[config.mk]
export PLATFORM = sky130hd
export DESIGN_NAME = vpg_core
export DESIGN_NICKNAME = d
export VERILOG_FILES = /design/src/inc/vpg_pkg.sv /design/src/core/vpg_core.sv
export SDC_FILE = /design/constraint.sdc
export NUM_CORES = 1
export LEC_CHECK = 0
export BUFFER_PORTS_ARGS = -buffer_cell sky130_fd_sc_hd__buf_2
export CORE_AREA = 2 2 196 198
export DETAILED_ROUTE_END_ITERATION = 12
export DIE_AREA = 0 0 198 200
export PLACE_DENSITY = 0.47
export SLEW_MARGIN = 20
export SYNTH_ARGS = -nofsm -noshare
export SYNTH_HDL_FRONTEND = slang
export SYNTH_SLANG_ARGS = --single-unit
[constraint.sdc]
create_clock -name i_clk_sys -period 5.3 [get_ports i_clk_sys]
set_input_delay 0.795 -clock i_clk_sys [delete_from_list [all_inputs] [get_ports i_clk_sys]]
set_output_delay 0.795 -clock i_clk_sys [all_outputs]
set_load 0.01 [all_outputs]
[src/inc/vpg_pkg.sv]
// Package of constants and carrier types for the vertical pattern generator.
// Functional notes
// [RL1] Four patterns, each with its own 9-bit repeat period of 0 to 511 counts.
// [RL2] Per pattern and phase, a start level bit: 0 is low, 1 is high.
// [RL3] Per pattern and phase, a 9-bit first edge position compared with the counter.
// [RL4] Per pattern and phase, a 9-bit second edge position toggling the output again.
// [RL5] Five regions each have a 3-bit slot pointer; values 0 to 3 pick that slot.
// [RL6] Slot pointer 4 uses slot 0 on even lines and slot 1 on odd lines.
// [RL7] Slot pointer 5 uses slot 2 on even lines and slot 3 on odd lines.
// [RL8] Software never programs a slot pointer to 6 or 7; behaviour is undefined.
// [RL9] Four 2-bit slot choices each name pattern 0 to 3.
// [RL10] Each pattern has a 3-bit repeat count giving periods output per line.
// [RL11] Four 8-bit region boundaries give the line where the next region starts.
// [RL12] Pointers, choices, counts and boundaries exist in sets A and B; active set rules.
// [RL13] Count 1 gives one period; count 0 holds start levels for the whole line.
// [RL14] The first region always starts at line 0, at the field sync falling edge.
// [RL15] Period and edges count pixel clocks within the current line.
// [RL16] Counter restarts each line; repeats run back to back, then levels hold.
// [RL17] Software programs region boundaries in ascending line order.
package vpg_pkg;

	// ----------------------------------------------------------------------
	// Sizes and encodings
	// ----------------------------------------------------------------------
	localparam int unsigned VPG_NUM_PAT    = 4;
	localparam int unsigned VPG_NUM_PHASE  = 4;
	localparam int unsigned VPG_NUM_REGION = 5;
	localparam int unsigned VPG_NUM_SLOT   = 4;
	localparam int unsigned VPG_NUM_BOUND  = 4;
	localparam int unsigned VPG_POS_W      = 9;
	localparam int unsigned VPG_LINE_W     = 8;
	localparam int unsigned VPG_PTR_W      = 3;
	localparam int unsigned VPG_REP_W      = 3;
	localparam int unsigned VPG_SEL_W      = 2;
	localparam int unsigned VPG_REGION_W   = 3;

	localparam logic [VPG_PTR_W-1:0] VPG_PTR_ALT01 = 3'h4;
	localparam logic [VPG_PTR_W-1:0] VPG_PTR_ALT23 = 3'h5;

	// ----------------------------------------------------------------------
	// Values after reset, and the line number limit
	// ----------------------------------------------------------------------
	localparam logic [VPG_LINE_W-1:0]    VPG_LINE_RST   = 8'h00;
	localparam logic [VPG_LINE_W-1:0]    VPG_LINE_MAX   = 8'hff;
	localparam logic [VPG_POS_W-1:0]     VPG_CNT_RST    = 9'h000;
	localparam logic [VPG_REP_W-1:0]     VPG_REP_RST    = 3'h0;
	localparam logic [VPG_SEL_W-1:0]     VPG_SEL_RST    = 2'h0;
	localparam logic [VPG_REGION_W-1:0]  VPG_REGION_RST = 3'h0;
	localparam logic [VPG_NUM_PHASE-1:0] VPG_PHASE_RST  = 4'h0;

	// ----------------------------------------------------------------------
	// Carrier types
	// ----------------------------------------------------------------------
	typedef struct packed {
		logic [VPG_POS_W-1:0]                     period;
		logic [VPG_NUM_PHASE-1:0]                 start_level;
		logic [VPG_NUM_PHASE-1:0][VPG_POS_W-1:0] edge_first;
		logic [VPG_NUM_PHASE-1:0][VPG_POS_W-1:0] edge_second;
	} vpg_pat_cfg_t;

	typedef struct packed {
		logic [VPG_NUM_REGION-1:0][VPG_PTR_W-1:0]  slot_pointer;
		logic [VPG_NUM_SLOT-1:0][VPG_SEL_W-1:0]    pattern_choice;
		logic [VPG_NUM_PAT-1:0][VPG_REP_W-1:0]     repeat_count;
		logic [VPG_NUM_BOUND-1:0][VPG_LINE_W-1:0]  boundary_line;
	} vpg_mode_cfg_t;

endpackage

[src/core/vpg_core.sv]
// Vertical transfer clock pattern generator for a four-phase CCD.
`timescale 1ns/1ps
`default_nettype none

module vpg_core
	import vpg_pkg::*;
(
	// Clock and reset.
	input  wire logic                               i_clk_sys,
	input  wire logic                               i_arst_n,
	// Syncs; the falling edge marks a start.
	input  wire logic                               i_line_sync,
	input  wire logic                               i_field_sync,
	// Pattern definitions and the two mode sets.
	input  wire vpg_pat_cfg_t [VPG_NUM_PAT-1:0]     i_pat_cfg,
	input  wire vpg_mode_cfg_t                      i_mode_a,
	input  wire vpg_mode_cfg_t                      i_mode_b,
	input  wire logic                               i_mode_b_sel,
	// Phase outputs and state.
	output logic [VPG_NUM_PHASE-1:0]                o_vphase,
	output logic [VPG_LINE_W-1:0]                   o_line_num,
	output logic [VPG_REGION_W-1:0]                 o_region,
	output logic [VPG_SEL_W-1:0]                    o_pattern,
	output logic                                    o_active
);

	// ----------------------------------------------------------------------
	// Decoding functions
	// ----------------------------------------------------------------------
	// Region is the count of boundaries already passed; ascending order assumed.
	function automatic logic [VPG_REGION_W-1:0] vpg_region(
		input logic [VPG_LINE_W-1:0]                   line,
		input logic [VPG_NUM_BOUND-1:0][VPG_LINE_W-1:0] bound
	);
		logic [VPG_REGION_W-1:0] r;
		r = VPG_REGION_RST;
		for (int i = 0; i < VPG_NUM_BOUND; i++) begin
			if (line >= bound[i]) begin
				r = VPG_REGION_W'(i + 1);
			end
		end
		return r;
	endfunction

	// Pointer to slot; codes 6 and 7 are never programmed and fall to slot 0.
	function automatic logic [VPG_SEL_W-1:0] vpg_slot(
		input logic [VPG_PTR_W-1:0] ptr,
		input logic                 odd
	);
		logic [VPG_SEL_W-1:0] s;
		s = VPG_SEL_RST;
		if (ptr < VPG_PTR_ALT01) begin
			s = ptr[VPG_SEL_W-1:0];
		end else if (ptr == VPG_PTR_ALT01) begin
			s = {1'b0, odd};
		end else if (ptr == VPG_PTR_ALT23) begin
			s = {1'b1, odd};
		end
		return s;
	endfunction

	// ----------------------------------------------------------------------
	// Declarations
	// ----------------------------------------------------------------------
	// Registered state of the line in progress.
	logic                          line_prev_reg;
	logic                          field_prev_reg;
	logic                          field_pend_reg;
	logic [VPG_LINE_W-1:0]         line_reg;
	logic [VPG_REGION_W-1:0]       region_reg;
	logic [VPG_SEL_W-1:0]          slot_reg;
	logic [VPG_SEL_W-1:0]          pat_reg;
	logic [VPG_REP_W-1:0]          reps_left_reg;
	logic [VPG_POS_W-1:0]          vcnt_reg;
	logic [VPG_NUM_PHASE-1:0]      phase_reg;
	// Decode of the line that is about to start.
	logic                          line_start;
	logic                          field_start;
	logic [VPG_LINE_W-1:0]         line_next;
	logic [VPG_REGION_W-1:0]       region_next;
	logic [VPG_PTR_W-1:0]          ptr_next;
	logic [VPG_SEL_W-1:0]          slot_next;
	logic [VPG_SEL_W-1:0]          pat_next;
	logic [VPG_REP_W-1:0]          rep_next;
	logic                          active;
	logic                          wrap;
	vpg_mode_cfg_t                 mode;
	vpg_pat_cfg_t                  cur_cfg;

	// ----------------------------------------------------------------------
	// Sync edges and selection for the coming line
	// ----------------------------------------------------------------------
	// The live set is used, so a set change takes hold at the next line start.
	// The line number sticks at 255 instead of wrapping back into region 0.
	assign mode        = i_mode_b_sel ? i_mode_b : i_mode_a;      // [RL12]
	assign line_start  = line_prev_reg & ~i_line_sync;
	assign field_start = field_prev_reg & ~i_field_sync;
	assign line_next   = (field_start | field_pend_reg) ? VPG_LINE_RST :    // [RL14]
	                     (line_reg == VPG_LINE_MAX) ? line_reg : line_reg + 8'h01;
	assign region_next = vpg_region(line_next, mode.boundary_line);      // [RL11]
	assign ptr_next    = mode.slot_pointer[region_next];                 // [RL5]
	assign slot_next   = vpg_slot(ptr_next, line_next[0]);              // [RL6] [RL7]
	assign pat_next    = mode.pattern_choice[slot_next];                 // [RL9]
	assign rep_next    = mode.repeat_count[pat_next];                    // [RL10]

	// Sync history; idle level is high so no start is seen out of reset.
	always_ff @(posedge i_clk_sys or negedge i_arst_n) begin
		if (!i_arst_n) begin
			line_prev_reg  <= 1'b1;
			field_prev_reg <= 1'b1;
		end else begin
			line_prev_reg  <= i_line_sync;
			field_prev_reg <= i_field_sync;
		end
	end

	// Line number; a field start mid-line makes the next line number 0.
	always_ff @(posedge i_clk_sys or negedge i_arst_n) begin
		if (!i_arst_n) begin
			field_pend_reg <= 1'b0;
			line_reg       <= VPG_LINE_RST;
		end else begin
			if (line_start) begin
				line_reg       <= line_next;
				field_pend_reg <= 1'b0;
			end else if (field_start) begin
				field_pend_reg <= 1'b1;
			end
		end
	end

	// Pattern selection is frozen for the whole line at its start.
	always_ff @(posedge i_clk_sys or negedge i_arst_n) begin
		if (!i_arst_n) begin
			region_reg <= VPG_REGION_RST;
			slot_reg   <= VPG_SEL_RST;
			pat_reg    <= VPG_SEL_RST;
		end else if (line_start) begin
			region_reg <= region_next;
			slot_reg   <= slot_next;
			pat_reg    <= pat_next;
		end
	end

	// ----------------------------------------------------------------------
	// Pixel counter and repetitions
	// ----------------------------------------------------------------------
	// Period and edges are read live, so a rewrite mid-line acts at once; this
	// is cheaper than keeping a second copy of every pattern.
	assign cur_cfg = i_pat_cfg[pat_reg];                               // [RL1]
	assign active  = (reps_left_reg != VPG_REP_RST);
	// A period of 0 behaves as 1 so the counter can never run away.
	assign wrap    = ({1'b0, vcnt_reg} + 10'h001) >= {1'b0, cur_cfg.period};

	// Counter restarts per line and per period; repeats run back to back.
	always_ff @(posedge i_clk_sys or negedge i_arst_n) begin
		if (!i_arst_n) begin
			vcnt_reg      <= VPG_CNT_RST;
			reps_left_reg <= VPG_REP_RST;
		end else if (line_start) begin
			vcnt_reg      <= VPG_CNT_RST;                              // [RL16] [RL15]
			reps_left_reg <= rep_next;                                 // [RL10]
		end else if (active) begin
			if (wrap) begin
				vcnt_reg      <= VPG_CNT_RST;                          // [RL1]
				reps_left_reg <= reps_left_reg - 3'h1;                 // [RL10]
			end else begin
				vcnt_reg <= vcnt_reg + 9'h001;                         // [RL15]
			end
		end
	end

	// ----------------------------------------------------------------------
	// Phase outputs
	// ----------------------------------------------------------------------
	// Each period begins from the start level; with no repeats left the level
	// reached last simply holds, which also covers a count of 0.
	for (genvar g = 0; g < VPG_NUM_PHASE; g++) begin : g_phase
		always_ff @(posedge i_clk_sys or negedge i_arst_n) begin
			if (!i_arst_n) begin
				phase_reg[g] <= 1'b0;
			end else if (line_start) begin
				phase_reg[g] <= i_pat_cfg[pat_next].start_level[g];    // [RL2] [RL13]
			end else if (active) begin
				phase_reg[g] <= ((vcnt_reg == VPG_CNT_RST) ? cur_cfg.start_level[g]
				                                           : phase_reg[g])
				              ^ (vcnt_reg == cur_cfg.edge_first[g])   // [RL3]
				              ^ (vcnt_reg == cur_cfg.edge_second[g]); // [RL4]
			end
		end
	end

	// Outputs are taken from registers; only the activity flag is a compare.
	assign o_vphase   = phase_reg;
	assign o_line_num = line_reg;
	assign o_region   = region_reg;
	assign o_pattern  = pat_reg;
	assign o_active   = active;
endmodule

`default_nettype wire

# Word level (Yosys, flattened, before mapping)
# Index checks and enable logic that the tools add are counted.
[classes]
addsub = 4
magnitude_cmp = 10
n_eq_ne = 11
n_mux = 40
bitwise = 13
n_reduce_logical = 6
[ops]
columns = ["operator", "n"]
rows = [
  ["binary-select mux 85 bit (select 2 bit)", 2],
  ["two-way mux 85 bit", 1],
  ["two-way mux 76 bit", 1],
  ["equality test 9 bit", 8],
  ["two-way mux 67 bit", 1],
  [">= comparator 8 bit", 4],
  ["two-way mux 9 bit", 3],
  ["two-way mux 3 bit", 6],
  ["two-way mux 8 bit", 2],
  ["two-way mux 1 bit", 15],
  ["two-way mux 2 bit", 6],
  ["adder 9 x 1 -> 10 bit, second input constant", 1],
  [">= comparator 10 x 9 -> 1 bit", 1],
  ["adder 9 x 1 -> 9 bit, second input constant", 1],
  ["binary-select mux 3 bit (select 3 bit)", 1],
  ["logical NOT 9 bit", 1],
  ["< comparator 2 x 3 -> 1 bit, second input constant", 3],
  ["adder 8 x 1 -> 8 bit, second input constant", 1],
  ["equality test 8 bit, second input constant", 1],
  ["bitwise XOR 1 bit", 8],
  ["binary-select mux 3 bit (select 2 bit)", 1],
  ["equality test 3 bit, second input constant", 2],
  ["nonzero test 2 bit", 3],
  ["binary-select mux 2 bit (select 2 bit)", 1],
  ["other kinds (8)", 10],
]
[totals]
ff_bits = 32
in_bits = 479
output_inout_bits = 18
wordCells = 96

# Logic depth before layout (Yosys ltp)
[depth]
word_depth = 20
mapped_depth = 19
depth_no_buf = 19

# Worst setup path before layout
# Ideal clock, no wire load.
[synth_timing]
kind = "in2reg"
startpoint = "input i_mode_b_sel"
endpoint = "register reps_left_reg[0]"
setup_time_ps = 142
arrival_time_ps = 5037
required_ps = 5158
slack_ps = 121
stages = 19
n_path_buf = 5
cell_sequence = "buf_6 > buf_6 > buf_8 > buf_8 > clkbuf_1 > mux2_2 > ha_1 > nand2b_4 > a2111oi_4 > o31ai_4 > a221oi_4 > o311ai_4 > and2_4 > or4_1 > a21o_1 > o211ai_4 > mux4_1 > mux2i_1 > o221ai_1"
[synth_via]
elab_chain_len = 17
elab_cells_between_ends = 22
classes_between = "order compare: 5; eq/ne: 2; mux: 15"
[synth_rtl]
columns = ["item", "line_no", "source"]
rows = [
  ["start: declaration", "vpg_core.sv:18", "input wire logic i_mode_b_sel,"],
  ["two-way mux 67 bit *", "vpg_core.sv:95", "assign mode = i_mode_b_sel ? i_mode_b : i_mode_a;"],
  [">= comparator 8 bit", "vpg_core.sv:38", "if (line >= bound[i]) begin"],
  ["two-way mux 1 bit", "vpg_core.sv:38", ""],
  ["two-way mux 2 bit (2 in a row)", "vpg_core.sv:38", ""],
  ["two-way mux 3 bit", "vpg_core.sv:38", ""],
  ["binary-select mux 3 bit (select 3 bit)", "vpg_core.sv:101", "assign ptr_next = mode.slot_pointer[region_next];"],
  ["two-way mux 3 bit (not written as such)", "vpg_core.sv:101", ""],
  ["equality test 3 bit", "vpg_core.sv:56", "end else if (ptr == VPG_PTR_ALT23) begin"],
  ["two-way mux 2 bit", "vpg_core.sv:56", ""],
  ["two-way mux 2 bit", "vpg_core.sv:54", "end else if (ptr == VPG_PTR_ALT01) begin"],
  ["two-way mux 2 bit", "vpg_core.sv:52", "if (ptr < VPG_PTR_ALT01) begin"],
  ["binary-select mux 2 bit (select 2 bit)", "vpg_core.sv:103", "assign pat_next = mode.pattern_choice[slot_next];"],
  ["two-way mux 2 bit (not written as such)", "vpg_core.sv:103", ""],
  ["binary-select mux 3 bit (select 2 bit) *", "vpg_core.sv:104", "assign rep_next = mode.repeat_count[pat_next];"],
  ["two-way mux 3 bit (not written as such) *", "vpg_core.sv:104", ""],
  ["two-way mux 3 bit *", "vpg_core.sv:160", "end else if (line_start) begin"],
  ["end signal: assignment", "vpg_core.sv:162", "reps_left_reg <= rep_next;"],
  ["end signal: assignment", "vpg_core.sv:166", "reps_left_reg <= reps_left_reg - 3'h1;"],
  ["end: declaration", "vpg_core.sv:73", "logic [VPG_REP_W-1:0] reps_left_reg;"],
]
# Mark *: on every way between the ends. The rest lies on a longest branch, timed or not. The select of a mux whose other input is x is not followed.
# A chain may end at the register's enable or synchronous reset.

# Final worst setup path
[layout_timing]
startpoint = "register line_reg[0] (netlist: o_line_num[0])"
endpoint = "register reps_left_reg[1]"
[layout_via]
elab_chain_len = 19
elab_cells_between_ends = 25
classes_between = "add/sub: 1; order compare: 5; eq/ne: 3; mux: 16"
[layout_rtl]
columns = ["item", "line_no", "source"]
rows = [
  ["start: declaration", "vpg_core.sv:69", "logic [VPG_LINE_W-1:0] line_reg;"],
  ["start signal: assignment", "vpg_core.sv:124", "line_reg <= line_next;"],
  ["adder 8 x 1 -> 8 bit or equality test 8 bit (tied branches)", "vpg_core.sv:99", "(line_reg == VPG_LINE_MAX) ? line_reg : line_reg + 8'h01;"],
  ["two-way mux 8 bit *", "vpg_core.sv:99", ""],
  ["two-way mux 8 bit *", "vpg_core.sv:98", "assign line_next = (field_start | field_pend_reg) ? VPG_LINE_RST :"],
  [">= comparator 8 bit", "vpg_core.sv:38", ""],
  ["two-way mux 1 bit", "vpg_core.sv:38", ""],
  ["two-way mux 2 bit (2 in a row)", "vpg_core.sv:38", ""],
  ["two-way mux 3 bit", "vpg_core.sv:38", ""],
  ["binary-select mux 3 bit (select 3 bit)", "vpg_core.sv:101", ""],
  ["[... 2 more ...]", "--", ""],
  ["two-way mux 2 bit", "vpg_core.sv:56", ""],
  ["two-way mux 2 bit", "vpg_core.sv:54", ""],
  ["two-way mux 2 bit *", "vpg_core.sv:52", ""],
  ["binary-select mux 2 bit (select 2 bit) *", "vpg_core.sv:103", ""],
  ["two-way mux 2 bit (not written as such) *", "vpg_core.sv:103", ""],
  ["binary-select mux 3 bit (select 2 bit) *", "vpg_core.sv:104", ""],
  ["two-way mux 3 bit (not written as such) *", "vpg_core.sv:104", ""],
  ["two-way mux 3 bit *", "vpg_core.sv:160", ""],
]
# Marks and branches as above.

==> results_dict.tcl <==
set metrics [dict create \
    status "finished clean" \
    min_period_ns 4.94 \
    cp_max_fo 8 \
    cts_sinks 32 \
    die_h_um 200 \
    dpl.hpwl_um 31800 \
    synthCells 659 \
    synth.largest_area_cell "mux4_2" \
    hold_viol_final 0 \
    synth_top_flop_cell "dfrtp_1" \
    worstSetupStartpointType "register" \
    initial_core_util_pct 18.6 \
    netlist.area_leader.share_pct 28.1 \
    p_per_area_mw_per_mm2 238 \
    hold_depth 2 \
    final_max_slew_viol_count 0 \
    r2r-end "reps_left_reg[1]" \
    synth_edf_count 0 \
    grt_antenna_before_repair 18 \
    yosysSeqAreaShare_pct 11.5 \
    syn_to_final_growth_pct 47.2 \
    rr_startpoint "o_line_num[0]" \
    rsz0062_at_grt "no" \
    io_pins 497 \
    cts_buffer_depth 2 \
    n_fill_cell 4084 \
    cp.required_ns 5.46 \
    wl_um 37000 \
    gr-total-overflow 0 \
    cts_hold_buffers 0 \
    synth.area.top_cells "mux4_2 28%, dfrtp_1 11%, xnor2_1 9.1%" \
    yosys_warnings 0 \
    critPathKind "register to register" \
    p_leak_nw 4.92 \
    worstHoldStart "o_region[1]" \
    cts_buffers 5 \
    synth_area_per_cell_um2 10.6 \
    die_w_um 198 \
    hp-class "register to register" \
    io_buffers 496 \
    track_usage_pct 18.0 \
    drt-wirelength-per-cell_um 22.3 \
    tns_ns 0 \
    gp_congestion 0.887 \
    max_freq_mhz 202 \
    dr.pass1.iters 4 \
    tightest_slew_ns 1.10 \
    cp.arrival_ns 5.10 \
    synth_nets 1184 \
    grt_max_degree 79 \
    regArea_um2 811 \
    clk_pin_slew_ns 0.06 \
    synth_cell_type_count 70 \
    place_inst 1640 \
    async_reset_ff_share_pct 100 \
    grt_pass1_wl_um 51200 \
    final-setup-viol-count 0 \
    ff2ff_setup_slack_ns 0.36 \
    skew_ns 0.00721 \
    die_area_mm2 0.0396 \
    drc_errors 0 \
    reg2reg_depth 19 \
    largest_reg_flops 9 \
    grt_pass1_vias 8024 \
    fin_cells 1656 \
    cts_tree "yes" \
    slew_headroom_pct 26.1 \
    multi_input_comb_area_mm2 0.00585 \
    fin_crit_sh_pct 93.2 \
    post_drt_via_cell_ratio 4.62 \
    syn-cell-area_mm2 0.00696 \
    drt-initial-drc-count 269 \
    whs_endpoint "o_region[1]" \
    clock_tree.root_cell "clkbuf_16" \
    drive_above_1_share_pct 58.4 \
    synth_seq_cells 32 \
    clk_latency_ns 0.29 \
    layout.nets 1662 \
    cp-end-kind "register" \
    htreeDepth 2 \
    cap_viol_max_count 0 \
    antenna_left 0 \
    irDropWorstVdd_v 0.000109 \
    power.total_w 0.00244 \
    rows 71 \
    via_count 7645 \
    final_core_util_pct 27.4 \
    placeableCoreArea_mm2 0.0374 \
]
[synth_stat cells (all sizes together), types with 2 or more instances]
master and count:
inv 17, and3 12, o21a 5, xnor2 72, a211oi 2, dfrtp 30
nand4 19, or3 5, nand3b 2, mux2i 52, a221oi 9, a2111oi 3
a31oi 2, dfstp 2, nor2 21, nor3 16, clkbuf 27, buf 22
o211ai 3, nand2b 8, and2 5, nand3 13, nor2b 2, xor2 13
mux2 15, o311ai 3, a21o 15, or2 2, mux4 93, o21ai 20
ha 46, nand2 60, or2b 2, o221ai 4, o31ai 6, a21oi 18
[per-layer routing]
| metal | share of wire (%) | wire (um) | vias up | GRT usage, % |
|---|---|---|---|---|
| met1 | 36 | 13300 | 3667 | 18.8 |
| met5 | 0.30 | 111 | - | 0 |
| met3 | 7.6 | 2800 | 43 | 4.05 |
| li1 | - | - | 3538 | - |
| met2 | 54 | 20100 | 381 | 36.1 |
| met4 | 1.7 | 646 | 16 | 4.68 |
[worst max path at each step]
stage	startpoint	end	slack, ns	depth (start not counted)
2_1_floorplan	i_mode_b_sel	reps_left_reg[0]	0.12	19
3_3_place_gp	i_field_sync	reps_left_reg[2]	0.27	17
3_5_place_dp	i_field_sync	reps_left_reg[1]	0.19	18
4_1_cts	o_line_num[0]	reps_left_reg[1]	0.19	19
5_1_grt	o_line_num[0]	reps_left_reg[2]	0.02	19
6_report	o_line_num[0]	reps_left_reg[1]	0.36	19
[critical path: stages (launching register included)]
cell and delay (ns):
dfrtp_1 0.42, ha_2 0.23, and3_1 0.23, nand3_2 0.17, xor2_1 0.16, and2_2 0.24
clkinvlp_4 0.17, ha_1 0.29, nand2b_1 0.15, a2111oi_2 0.39, o41ai_2 0.16, a21oi_1 0.15
a21oi_1 0.11, o31a_2 0.41, or4_1 0.48, a21o_1 0.22, o211ai_4 0.17, mux4_1 0.35
mux2i_1 0.17, o221ai_1 0.13
[through the flow]
step	setup WS, ns	instance area (um2)	hold slack (ns)
global placement	0.274	10000	0.477
detailed placement	0.185	10000	0.467
CTS	0.191	10200	0.494
floorplan	0.121	6960	0.456
global route	0.0217	10200	0.518
finish	0.359	10300	0.498
[layout make-up]
type | instances | share of cell area (%)
inverter | 17 | 0.659
clock buffer | 7 | 1.49
tap | 511 | 6.24
clock inverter | 1 | 0.293
sequential | 32 | 7.91
antenna | 7 | 0.171
timing repair buffer | 520 | 26.2
multi-input combinational | 561 | 57.0
[power breakdown]
part | switching [W] | internal [W]
Combinational | 0.000792 | 0.000872
Sequential | 0.000102 | 0.000298
Clock | 0.000127 | 0.000248
Total | 0.00102 | 0.00142
[logic make-up after synthesis]
logic type	after synthesis	synth area share, %
AND/OR/NAND/NOR	171	12.6
multiplexers	160	40.3
AO/OA/AOI/OAI	99	12.0
XOR/XNOR	85	10.7
buffers and inverters	66	4.65
adder cells (fa/ha/maj)	46	8.27
flip-flops	32	11.5
[layout by cell type (no fill, tap or decap), types with 21 or more instances in the layout]
master   Yosys  routed
ha_1        46      45
dfrtp_1     30      28
mux2i_1     52      52
buf_2        8     496
xnor2_1     72      72
nor2_1      21      21
nand2_1     60      60
buf_4        1      22
mux4_2      87      87
[timing repair]
action	CTS	global route
buffers inserted	0	1
hold endpoints to repair	0	0
endpoints found under the setup margin	0	5
resized for setup	0	3
Power figures use the tool's default switching activity.
